File: src/osc_pkg.sv
// Purpose: Shared constants for the clock source control block
// Assumes: 32-bit APB register access, one word per register
// Notes: Mode and select codes are held here once
package osc_pkg;

  // Register byte offsets
  localparam logic [7:0] CTRL_OFFSET = 8'h00;
  localparam logic [7:0] TRIM_OFFSET = 8'h04;
  localparam logic [7:0] STAT_OFFSET = 8'h08;

  // Control register fields
  localparam int CTRL_SCS_LSB = 0;
  localparam int CTRL_SEL_LSB = 3;
  localparam int CTRL_SWMUL_BIT = 7;
  localparam int SCS_W = 2;
  localparam int SEL_W = 4;
  localparam int TRIM_W = 6;

  // Reset values
  localparam logic [1:0] SCS_RESET = 2'h0;
  localparam logic [3:0] SEL_RESET = 4'h7;
  localparam logic [5:0] TRIM_RESET = 6'h00;

  // Status register bits
  localparam int STAT_HF_READY = 0;
  localparam int STAT_HF_LOCKED = 1;
  localparam int STAT_HF_STABLE = 2;
  localparam int STAT_MF_READY = 3;
  localparam int STAT_LF_READY = 4;
  localparam int STAT_TIMEOUT = 5;
  localparam int STAT_W = 6;

  // Configuration clock modes
  localparam logic [2:0] MODE_LOW_GAIN = 3'h0;
  localparam logic [2:0] MODE_MID_GAIN = 3'h1;
  localparam logic [2:0] MODE_HIGH_GAIN = 3'h2;
  localparam logic [2:0] MODE_EXT_RC = 3'h3;
  localparam logic [2:0] MODE_INTERNAL = 3'h4;

  // System clock select values
  localparam logic [1:0] SCS_CFG = 2'h0;
  localparam logic [1:0] SCS_TIMER_OSC = 2'h1;
  localparam int SCS_INT_BIT = 1;

  // Frequency select decode: low source, then nine mid outputs, then high
  localparam logic [3:0] SEL_LOW = 4'h0;
  localparam logic [3:0] SEL_HIGH_FIRST = 4'hA;

  // Primary oscillations counted before a crystal clock is used
  localparam int STARTUP_COUNT = 1024;

endpackage

File: src/startup_if.sv
// Purpose: Start-up counter handshake between control and counter
// Assumes: Single clock domain
// Notes: start and done are one-cycle pulses
`timescale 1ns/1ps
interface startup_if;
  logic start;
  logic osc_edge;
  logic busy;
  logic done;
  modport ctrl (output start, output osc_edge, input busy, input done);
  modport counter (input start, input osc_edge, output busy, output done);
endinterface

File: src/startup_cycle_counter.sv
// Purpose: Counts primary oscillator edges after a start pulse
// Assumes: osc_edge is a one-cycle pulse per oscillation
// Notes: A start while busy restarts the count from zero
`timescale 1ns/1ps
module startup_cycle_counter
  import osc_pkg::*;
#(
  parameter int COUNT = STARTUP_COUNT
) (
  // Clock and reset
  input wire logic clk_i,
  input wire logic sys_rst_i,
  // Control side
  startup_if.counter su
);
  localparam int CW = $clog2(COUNT);
  localparam logic [CW-1:0] LAST = CW'(COUNT - 1);

  logic [CW-1:0] cnt_q;
  logic [CW-1:0] cnt_d;
  logic busy_q;
  logic busy_d;
  wire last_edge = busy_q && su.osc_edge && (cnt_q == LAST);

  assign su.busy = busy_q;
  assign su.done = last_edge && !su.start;
  assign busy_d = su.start ? 1'b1 : (last_edge ? 1'b0 : busy_q);
  assign cnt_d = su.start ? '0 : ((busy_q && su.osc_edge) ? cnt_q + 1'b1 : cnt_q);

  always_ff @(posedge clk_i or posedge sys_rst_i) begin
    if (sys_rst_i) begin
      cnt_q <= '0;
      busy_q <= 1'b0;
    end else begin
      cnt_q <= cnt_d;
      busy_q <= busy_d;
    end
  end
endmodule

File: src/clock_source_control.sv
// Purpose: Clock source control with start-up counting and status
// Assumes: Config word inputs are static; oscillator status inputs synchronous
// Notes: APB slave, zero wait states, registered read data
`timescale 1ns/1ps
module clock_source_control
  import osc_pkg::*;
#(
  parameter int COUNT = STARTUP_COUNT
) (
  // Clock and reset
  input wire logic clk_i,
  input wire logic sys_rst_i,
  // APB slave
  input wire logic psel_i,
  input wire logic penable_i,
  input wire logic pwrite_i,
  input wire logic [7:0] paddr_i,
  input wire logic [31:0] pwdata_i,
  output logic [31:0] prdata_o,
  output logic pready_o,
  output logic pslverr_o,
  // Configuration word
  input wire logic [2:0] cfg_clock_mode_i,
  input wire logic cfg_multiplier_enable_i,
  input wire logic clock_out_pin_enable_i,
  // Start-up events
  input wire logic powerup_delay_en_i,
  input wire logic powerup_delay_done_i,
  input wire logic wake_i,
  input wire logic primary_osc_edge_i,
  // Low oscillator dependents
  input wire logic watchdog_en_i,
  input wire logic failsafe_en_i,
  input wire logic lf_tick_i,
  // Analog oscillator status
  input wire logic hf_running_i,
  input wire logic hf_within_coarse_i,
  input wire logic hf_within_fine_i,
  input wire logic mf_running_i,
  input wire logic lf_running_i,
  // Core control
  output logic exec_hold_o,
  output logic ext_osc_active_o,
  output logic [1:0] sys_clock_src_o,
  output logic [3:0] freq_select_o,
  // Oscillator control
  output logic multiplier_en_o,
  output logic hf_osc_en_o,
  output logic hf_loop_en_o,
  output logic mf_osc_en_o,
  output logic lf_osc_en_o,
  output logic [5:0] mf_trim_o,
  output logic timer_tick_o,
  // Pin function
  output logic primary_pin_gpio_o,
  output logic secondary_pin_gpio_o,
  output logic secondary_pin_clkout_o
);

  typedef enum logic [1:0] {ST_POWERUP, ST_COUNT, ST_RUN} state_t;

  state_t state_q;
  state_t state_d;
  logic [SCS_W-1:0] scs_q;
  logic [SEL_W-1:0] sel_q;
  logic sw_mul_q;
  logic [TRIM_W-1:0] trim_q;
  logic timeout_q;
  logic timeout_d;
  logic hf_ready_q;
  logic hf_locked_q;
  logic hf_stable_q;
  logic mf_ready_q;
  logic lf_ready_q;
  logic tick_q;
  logic [31:0] rdata_q;
  logic [31:0] rdata_d;

  startup_if su ();

  startup_cycle_counter #(
    .COUNT(COUNT)
  ) u_counter (
    .clk_i(clk_i),
    .sys_rst_i(sys_rst_i),
    .su(su)
  );

  // Bus decode
  wire hit_ctrl = (paddr_i == CTRL_OFFSET);
  wire hit_trim = (paddr_i == TRIM_OFFSET);
  wire hit_stat = (paddr_i == STAT_OFFSET);
  wire hit_any = hit_ctrl || hit_trim || hit_stat;
  wire setup = psel_i && !penable_i;
  wire access = psel_i && penable_i;
  wire wr_ctrl = access && pwrite_i && hit_ctrl;
  wire wr_trim = access && pwrite_i && hit_trim;

  assign pready_o = 1'b1;
  assign pslverr_o = access && !hit_any;

  // Mode decode
  wire crystal_mode = (cfg_clock_mode_i == MODE_LOW_GAIN) ||
                      (cfg_clock_mode_i == MODE_MID_GAIN) ||
                      (cfg_clock_mode_i == MODE_HIGH_GAIN);
  wire internal_mode = (cfg_clock_mode_i == MODE_INTERNAL);
  wire internal_sel = scs_q[SCS_INT_BIT];
  wire internal_req = internal_mode || internal_sel;

  // Frequency select decode
  wire sel_low = (sel_q == SEL_LOW);
  wire sel_high = (sel_q >= SEL_HIGH_FIRST);
  wire sel_mid = !sel_low && !sel_high;

  // Oscillator enables
  assign hf_osc_en_o = sel_high && internal_req;
  assign hf_loop_en_o = hf_osc_en_o;
  // The high source needs the mid source as its loop reference
  assign mf_osc_en_o = (sel_mid && internal_req) || hf_osc_en_o;
  wire lf_dependents = watchdog_en_i || failsafe_en_i ||
                       (powerup_delay_en_i && state_q == ST_POWERUP);
  assign lf_osc_en_o = (sel_low && internal_req) || lf_dependents;
  assign timer_tick_o = tick_q;

  // Multiplier: config bit wins, software bit is ignored under it
  assign multiplier_en_o = cfg_multiplier_enable_i || sw_mul_q;

  // Trim only reaches the mid source; the low source has no trim input
  assign mf_trim_o = trim_q;

  // Pins
  wire secondary_free = !crystal_mode;
  assign primary_pin_gpio_o = internal_mode;
  assign secondary_pin_clkout_o = secondary_free && clock_out_pin_enable_i;
  assign secondary_pin_gpio_o = secondary_free && !clock_out_pin_enable_i;

  // Clock source
  assign sys_clock_src_o = scs_q;
  assign freq_select_o = sel_q;
  assign ext_osc_active_o = (scs_q == SCS_CFG) && !internal_mode &&
                            (timeout_q || !crystal_mode);
  assign exec_hold_o = (state_q != ST_RUN);

  // Start-up sequencing
  wire pwrup_ok = !powerup_delay_en_i || powerup_delay_done_i;
  assign su.osc_edge = primary_osc_edge_i;
  assign su.start = crystal_mode &&
                    ((state_q == ST_POWERUP && pwrup_ok) ||
                     (state_q == ST_RUN && wake_i));

  always_comb begin
    state_d = state_q;
    unique case (state_q)
      ST_POWERUP: begin
        if (pwrup_ok) begin
          state_d = crystal_mode ? ST_COUNT : ST_RUN;
        end
      end
      ST_COUNT: begin
        if (su.done) begin
          state_d = ST_RUN;
        end
      end
      ST_RUN: begin
        if (wake_i && crystal_mode) begin
          state_d = ST_COUNT;
        end
      end
    endcase
  end

  // Timeout flag drops when a new count begins
  assign timeout_d = su.done ? 1'b1 : (su.start ? 1'b0 : timeout_q);

  // Read data is captured in the setup cycle so it comes from a flop
  always_comb begin
    rdata_d = '0;
    if (hit_ctrl) begin
      rdata_d[CTRL_SCS_LSB +: SCS_W] = scs_q;
      rdata_d[CTRL_SEL_LSB +: SEL_W] = sel_q;
      rdata_d[CTRL_SWMUL_BIT] = sw_mul_q;
    end else if (hit_trim) begin
      rdata_d[TRIM_W-1:0] = trim_q;
    end else if (hit_stat) begin
      rdata_d[STAT_HF_READY] = hf_ready_q;
      rdata_d[STAT_HF_LOCKED] = hf_locked_q;
      rdata_d[STAT_HF_STABLE] = hf_stable_q;
      rdata_d[STAT_MF_READY] = mf_ready_q;
      rdata_d[STAT_LF_READY] = lf_ready_q;
      rdata_d[STAT_TIMEOUT] = timeout_q;
    end
  end
  assign prdata_o = rdata_q;

  always_ff @(posedge clk_i or posedge sys_rst_i) begin
    if (sys_rst_i) begin
      rdata_q <= '0;
    end else if (setup && !pwrite_i) begin
      rdata_q <= rdata_d;
    end
  end

  // Software registers
  always_ff @(posedge clk_i or posedge sys_rst_i) begin
    if (sys_rst_i) begin
      scs_q <= SCS_RESET;
      sel_q <= SEL_RESET;
      sw_mul_q <= 1'b0;
    end else if (wr_ctrl) begin
      scs_q <= pwdata_i[CTRL_SCS_LSB +: SCS_W];
      sel_q <= pwdata_i[CTRL_SEL_LSB +: SEL_W];
      sw_mul_q <= pwdata_i[CTRL_SWMUL_BIT];
    end
  end

  always_ff @(posedge clk_i or posedge sys_rst_i) begin
    if (sys_rst_i) begin
      trim_q <= TRIM_RESET;
    end else if (wr_trim) begin
      trim_q <= pwdata_i[TRIM_W-1:0];
    end
  end

  // Control state
  always_ff @(posedge clk_i or posedge sys_rst_i) begin
    if (sys_rst_i) begin
      state_q <= ST_POWERUP;
      timeout_q <= 1'b0;
      tick_q <= 1'b0;
    end else begin
      state_q <= state_d;
      timeout_q <= timeout_d;
      tick_q <= lf_tick_i && lf_ready_q;
    end
  end

  // Status flags follow running oscillators and drop when disabled
  always_ff @(posedge clk_i or posedge sys_rst_i) begin
    if (sys_rst_i) begin
      hf_ready_q <= 1'b0;
      hf_locked_q <= 1'b0;
      hf_stable_q <= 1'b0;
      mf_ready_q <= 1'b0;
      lf_ready_q <= 1'b0;
    end else begin
      hf_ready_q <= hf_osc_en_o && hf_running_i;
      hf_locked_q <= hf_osc_en_o && hf_running_i && hf_within_coarse_i;
      hf_stable_q <= hf_osc_en_o && hf_running_i && hf_within_fine_i;
      mf_ready_q <= mf_osc_en_o && mf_running_i;
      lf_ready_q <= lf_osc_en_o && lf_running_i;
    end
  end
endmodule

File: config.mk
export PLATFORM = sky130hd
export DESIGN_NAME = clock_source_control
export DESIGN_NICKNAME = d
export VERILOG_FILES = /design/src/osc_pkg.sv /design/src/startup_if.sv /design/src/startup_cycle_counter.sv /design/src/clock_source_control.sv
export SDC_FILE = /design/constraint.sdc
export NUM_CORES = 1
export LEC_CHECK = 0
export BUFFER_PORTS_ARGS = -buffer_cell sky130_fd_sc_hd__buf_4
export CORE_ASPECT_RATIO = 0.6
export CORE_MARGIN = 2
export CORE_UTILIZATION = 48
export DETAILED_ROUTE_END_ITERATION = 6
export PLACE_DENSITY = 0.95
export SLEW_MARGIN = 20
export SYNTH_ARGS = -nofsm -noshare
export SYNTH_HDL_FRONTEND = slang
export SYNTH_SLANG_ARGS = --single-unit
export TNS_END_PERCENT = 100
File: constraint.sdc
create_clock -name clk_i -period 3 [get_ports clk_i]
set_input_delay 0.6 -clock clk_i [delete_from_list [all_inputs] [get_ports clk_i]]
set_output_delay 0.6 -clock clk_i [all_outputs]
set_load 0.02 [all_outputs]
# ---- Word-level counts from Yosys, hierarchy flattened
# Cells that the tools add are included.
dict set report classes {
  addsub 1
  n_lt_le_gt_ge 1
  n_eq_ne 12
  mux 17
  reduce_logical 61
}
# cell count
set op_table {}
lappend op_table {{$logic_and A1 B1 Y1} 29}
lappend op_table {{$mux W10} 2}
lappend op_table {{$logic_or A1 B1 Y1} 13}
lappend op_table {{$mux W2} 6}
lappend op_table {{$mux W6} 2}
lappend op_table {{$add A10 B1 Y10 const B} 1}
lappend op_table {{$eq A10 B10 Y1 const B} 1}
lappend op_table {{$logic_not A1 Y1} 10}
lappend op_table {{$eq A8 B3 Y1 const B} 1}
lappend op_table {{$eq A8 B4 Y1 const B} 1}
lappend op_table {{$logic_not A8 Y1} 1}
lappend op_table {{$ne A2 B2 Y1 const B} 3}
lappend op_table {{$pmux W2 S3} 1}
lappend op_table {{$reduce_bool A2 Y1} 3}
lappend op_table {{$mux W1} 5}
lappend op_table {{$ge A4 B4 Y1 const B} 1}
lappend op_table {{$logic_not A2 Y1} 2}
lappend op_table {{$logic_not A4 Y1} 1}
lappend op_table {{$eq A3 B1 Y1 const B} 1}
lappend op_table {{$eq A3 B2 Y1 const B} 1}
lappend op_table {{$eq A3 B3 Y1 const B} 1}
lappend op_table {{$logic_not A3 Y1} 1}
lappend op_table {{$mux W3} 1}
lappend op_table {{$reduce_and A3 Y1} 1}
lappend op_table {{other kinds (3)} 3}
dict set report totals {
  register_bits 41
  word_cells 107
}

# ---- Logic depth before layout (Yosys ltp)
dict set report depth {
  depth_word 9
  depth_mapped 6
  ltp_nobuf 6
}

# ---- Hierarchy
# Synthesis repeated with hierarchy kept, for this count alone.
dict set report hier_totals {
  hier_cells 232
  hier_area_um2 2265.9
}
# module instances cells_each area_each_um2 seq_area_each_um2
set by_module_without_submodules {}
lappend by_module_without_submodules {clock_source_control 1 174 1712.9 754.5}
lappend by_module_without_submodules {startup_cycle_counter 1 58 553.0 275.3}

# ---- Least setup slack after synthesis
# OpenSTA, ideal clock, no wires.
dict set report synth_path {
  path_kind {input to output}
  startpoint {input port cfg_clock_mode_i[1]}
  endpoint {output port hf_osc_en_o}
  t_arrival_ns 2.014
  setup_slack_ns 0.386
  stages 4
  n_path_buf 1
  cell_sequence {nor3b_1 > nor2_1 > nor2_1 > buf_4}
}
dict set report synth_via {
  elab_chain_len 3
}
# element line_no
set synth_lines {}
lappend synth_lines {{start, declared} clock_source_control.sv:23} ;# input wire logic [2:0] cfg_clock_mode_i,
lappend synth_lines {{$eq A3 B3 Y1} clock_source_control.sv:106} ;# wire internal_mode = (cfg_clock_mode_i == MODE_INTERNAL);
lappend synth_lines {{$logic_or A1 B1 Y1} clock_source_control.sv:108} ;# wire internal_req = internal_mode || internal_sel;
lappend synth_lines {{$logic_and A1 B1 Y1} clock_source_control.sv:116} ;# assign hf_osc_en_o = sel_high && internal_req;
lappend synth_lines {{end, declared} clock_source_control.sv:48} ;# output logic hf_osc_en_o,
# Every way passes these cells.

# ---- Final worst setup path
# Same ends and word-level chain as after synthesis.

==> results_dict.tcl <==
set metrics [dict create \
    final_nets 350 \
    min_path_type "input pin to asynchronous set/reset pin" \
    die_area_um2 5250 \
    cp_max_fo 5 \
    topRoutingLayerUsed "met4" \
    cts_root_buffer "clkbuf_8" \
    die_w_um 92.2 \
    synth_area_um2 2240 \
    end_kind "output port" \
    finalSetupViolCount 0 \
    status "finished clean" \
    seqPwrFrac_pct 41.9 \
    tns_ps 0 \
    antennaDiodeCount 0 \
    wl_met1_um 2270 \
    timing.slew.headroom_pct 47.6 \
    via_count 1716 \
    place_hpwl_um 3960 \
    grt_max_degree 24 \
    rsz0062_at_grt "false" \
    rr_worst_depth 6 \
    fp-row-count 19 \
    p_clk_share_pct 31.1 \
    swShare_pct 30.8 \
    wl_met2_um 2430 \
    firstDrtPassIters 4 \
    cts_tree "built" \
    wl_per_cell_um 14.5 \
    p_per_area_nw_per_um2 535 \
    cts_made_buffers 5 \
    num_io_pins 119 \
    gp_congestion 0.800 \
    finClkSkew_ps 7.31 \
    first_global_vias 1715 \
    clock_latency_ps 300 \
    cts_setup_buffers 0 \
    area_growth_syn_to_layout_pct 26.5 \
    fmax_mhz 436 \
    holdBufCountCts 0 \
    antenna_found_initial 0 \
    maxSlewViolCount 0 \
    post_cts_resized 0 \
    clock_path_buffers 2 \
    worst_pin_slew_ps 783 \
    critical_path_arrival_ps 1700 \
    intPower_mw 1.05 \
    ant_nets 0 \
    switching_power_uw 468 \
    r2r_slack_ps 1080 \
    die_y_um 56.9 \
    drt-total-wl_um 5060 \
    route.detailed.drc 0 \
    worstSetupStartpointType "input pin" \
    io_buffers 69 \
    seq_area_frac_synth_pct 45.9 \
    worstSetupPathType "input pin to output port" \
    grt_pass1_wl_um 8110 \
    h-tree-depth 2 \
    power_mw 1.52 \
    hold_violations 0 \
    vias_per_cell 4.93 \
    clkTransAtPathRegs_ps 80 \
    grt-ovfl-total 0 \
    synthCells 215 \
    dr_wl_met3_um 310 \
    yosysWarnings 0 \
    hold_ws_ps 420 \
    power_frac_comb_pct 27.0 \
    ir_worst_vdd_uv 338 \
    power.leakage_nw 1.45 \
    cts_sinks 41 \
    synth_cell_types 41 \
    start_util_pct 49.4 \
    cp.required_ps 2400 \
    timing.final.crit_share_pct 76.5 \
    layout_min_cycle_time_ps 2300 \
    grt_util_all_layers_pct 20.1 \
    syn_area_per_cell_um2 10.4 \
    maxCapViolCount 0 \
    drt_iter0_markers 141 \
    ys_ff_latch 41 \
    design.core.area_um2 4540 \
    drive_gt1_share_pct 37.9 \
]
flip-flops by register name (all words and copies together), names as in the netlist:
| signal | cells |
|---|---|
| mf_ready_q | 1 |
| prdata_o | 8 |
| freq_select_o | 4 |
| hf_ready_q | 1 |
| lf_ready_q | 1 |
| sw_mul_q | 1 |
| timeout_q | 1 |
| hf_stable_q | 1 |
| u_counter.su.busy | 1 |
| hf_locked_q | 1 |
| state_q | 2 |
| sys_clock_src_o | 2 |
| timer_tick_o | 1 |
| u_counter.cnt_q | 10 |
| mf_trim_o | 6 |
critical path, stage by stage:
cell	delay, ps
buf_4	120
nor3b_1	330
nor2_1	140
nor2_1	290
buf_4	210
through the flow:
stage | cell area [um^2] | util [%] | std cells | setup slack (ps)
detailed placement | 2720 | 59.8 | 340 | 723
floorplan | 2330 | - | 238 | 386
global route | 2840 | 62.5 | 348 | 572
CTS | 2840 | 62.5 | 348 | 710
global placement | 2720 | 59.8 | 340 | 730
finish | 2840 | 62.5 | 348 | 704
power groups by stage:
stage | combinational, mW | clock [mW] | sequential, mW
2_1_floorplan | 0.319 | 0 | 0.641
3_3_place_gp | 0.393 | 0 | 0.643
3_5_place_dp | 0.410 | 0 | 0.646
4_1_cts | 0.412 | 0.474 | 0.636
5_1_grt | 0.453 | 0.499 | 0.643
6_report | 0.409 | 0.473 | 0.636
final timing paths:
| kind | from | to |
|---|---|---|
| max in group asynchronous | sys_rst_i | freq_select_o[2] |
| min in group clk_i | prdata_o[6] | prdata_o[6] |
| max | cfg_clock_mode_i[1] | hf_osc_en_o |
| min | sys_rst_i | u_counter.cnt_q[5] |
| min reg2reg | prdata_o[6] | prdata_o[6] |
| max reg2reg | u_counter.cnt_q[0] | state_q[0] |
cell usage in the layout (no fill, tap or decap), types with 2 or more instances in the layout:
cell	count
mux2_2	12
nand2_1	20
clkbuf_8	6
and3_1	2
nor3_4	2
mux2i_1	8
dfrtp_1	38
nand4_1	3
or3_1	2
mux2_4	2
and2_1	7
nor2_1	23
xor2_1	5
nand3_1	2
conb_1	25
dfstp_2	3
a21oi_1	6
xnor2_1	2
o21ai_0	13
buf_4	70
inv_1	5
ha_1	4
a22o_1	5
and4_4	2
routing by layer:
layer,up-vias,GRT usage (%)
met5,-,0
met4,0,5.97
met3,8,6.21
met2,63,32.1
met1,827,27.0
li1,818,-
kinds of logic after synthesis:
| kind of cell | synth area share, % |
|---|---|
| AOI/OAI and AO/OA | 9.43 |
| xor gates and xnor gates | 2.73 |
| buffers and inverters | 10.5 |
| other | 0.335 |
| DFF | 45.9 |
| muxes | 10.9 |
| and+or+nand+nor | 17.9 |
| adders and majority gates | 2.23 |
area by class of cell:
| cell class | count | area [um^2] |
|---|---|---|
| Clock buffer | 6 | 82.6 |
| Clock inverter | 2 | 37.5 |
| Fill cell | 373 | 1700 |
| Inverter | 5 | 18.8 |
| Multi-Input combinational cell | 161 | 1060 |
| Sequential cell | 41 | 1030 |
| Tap cell | 63 | 78.8 |
| Timing Repair Buffer | 70 | 526 |
cell usage after synthesis, drive strengths merged:
| cell type | number | area (um^2) |
|---|---|---|
| a211oi | 1 | 20.0 |
| a21o | 1 | 8.76 |
| a21oi | 6 | 30.0 |
| a22o | 5 | 43.8 |
| a22oi | 1 | 21.3 |
| and2 | 7 | 43.8 |
| and3 | 2 | 12.5 |
| and4 | 3 | 32.5 |
| buf | 28 | 205 |
| clkbuf | 3 | 11.3 |
| conb | 2 | 7.51 |
| dfrtp | 38 | 951 |
| dfstp | 3 | 78.8 |
| ha | 4 | 50.1 |
| inv | 5 | 18.8 |
| mux2 | 14 | 165 |
| mux2i | 8 | 80.1 |
| nand2 | 21 | 81.3 |
| nand2b | 1 | 6.26 |
| nand3 | 2 | 10.0 |
| nand4 | 4 | 40.0 |
| nor2 | 23 | 86.3 |
| nor2b | 1 | 6.26 |
| nor3 | 3 | 37.5 |
| nor3b | 1 | 7.51 |
| nor4 | 2 | 18.8 |
| o21ai | 14 | 73.8 |
| o22ai | 1 | 6.26 |
| o31ai | 1 | 7.51 |
| or2 | 1 | 6.26 |
| or3 | 2 | 12.5 |
| xnor2 | 2 | 17.5 |
| xor2 | 5 | 43.8 |
Note: power is estimated with default switching activity, not from simulation.
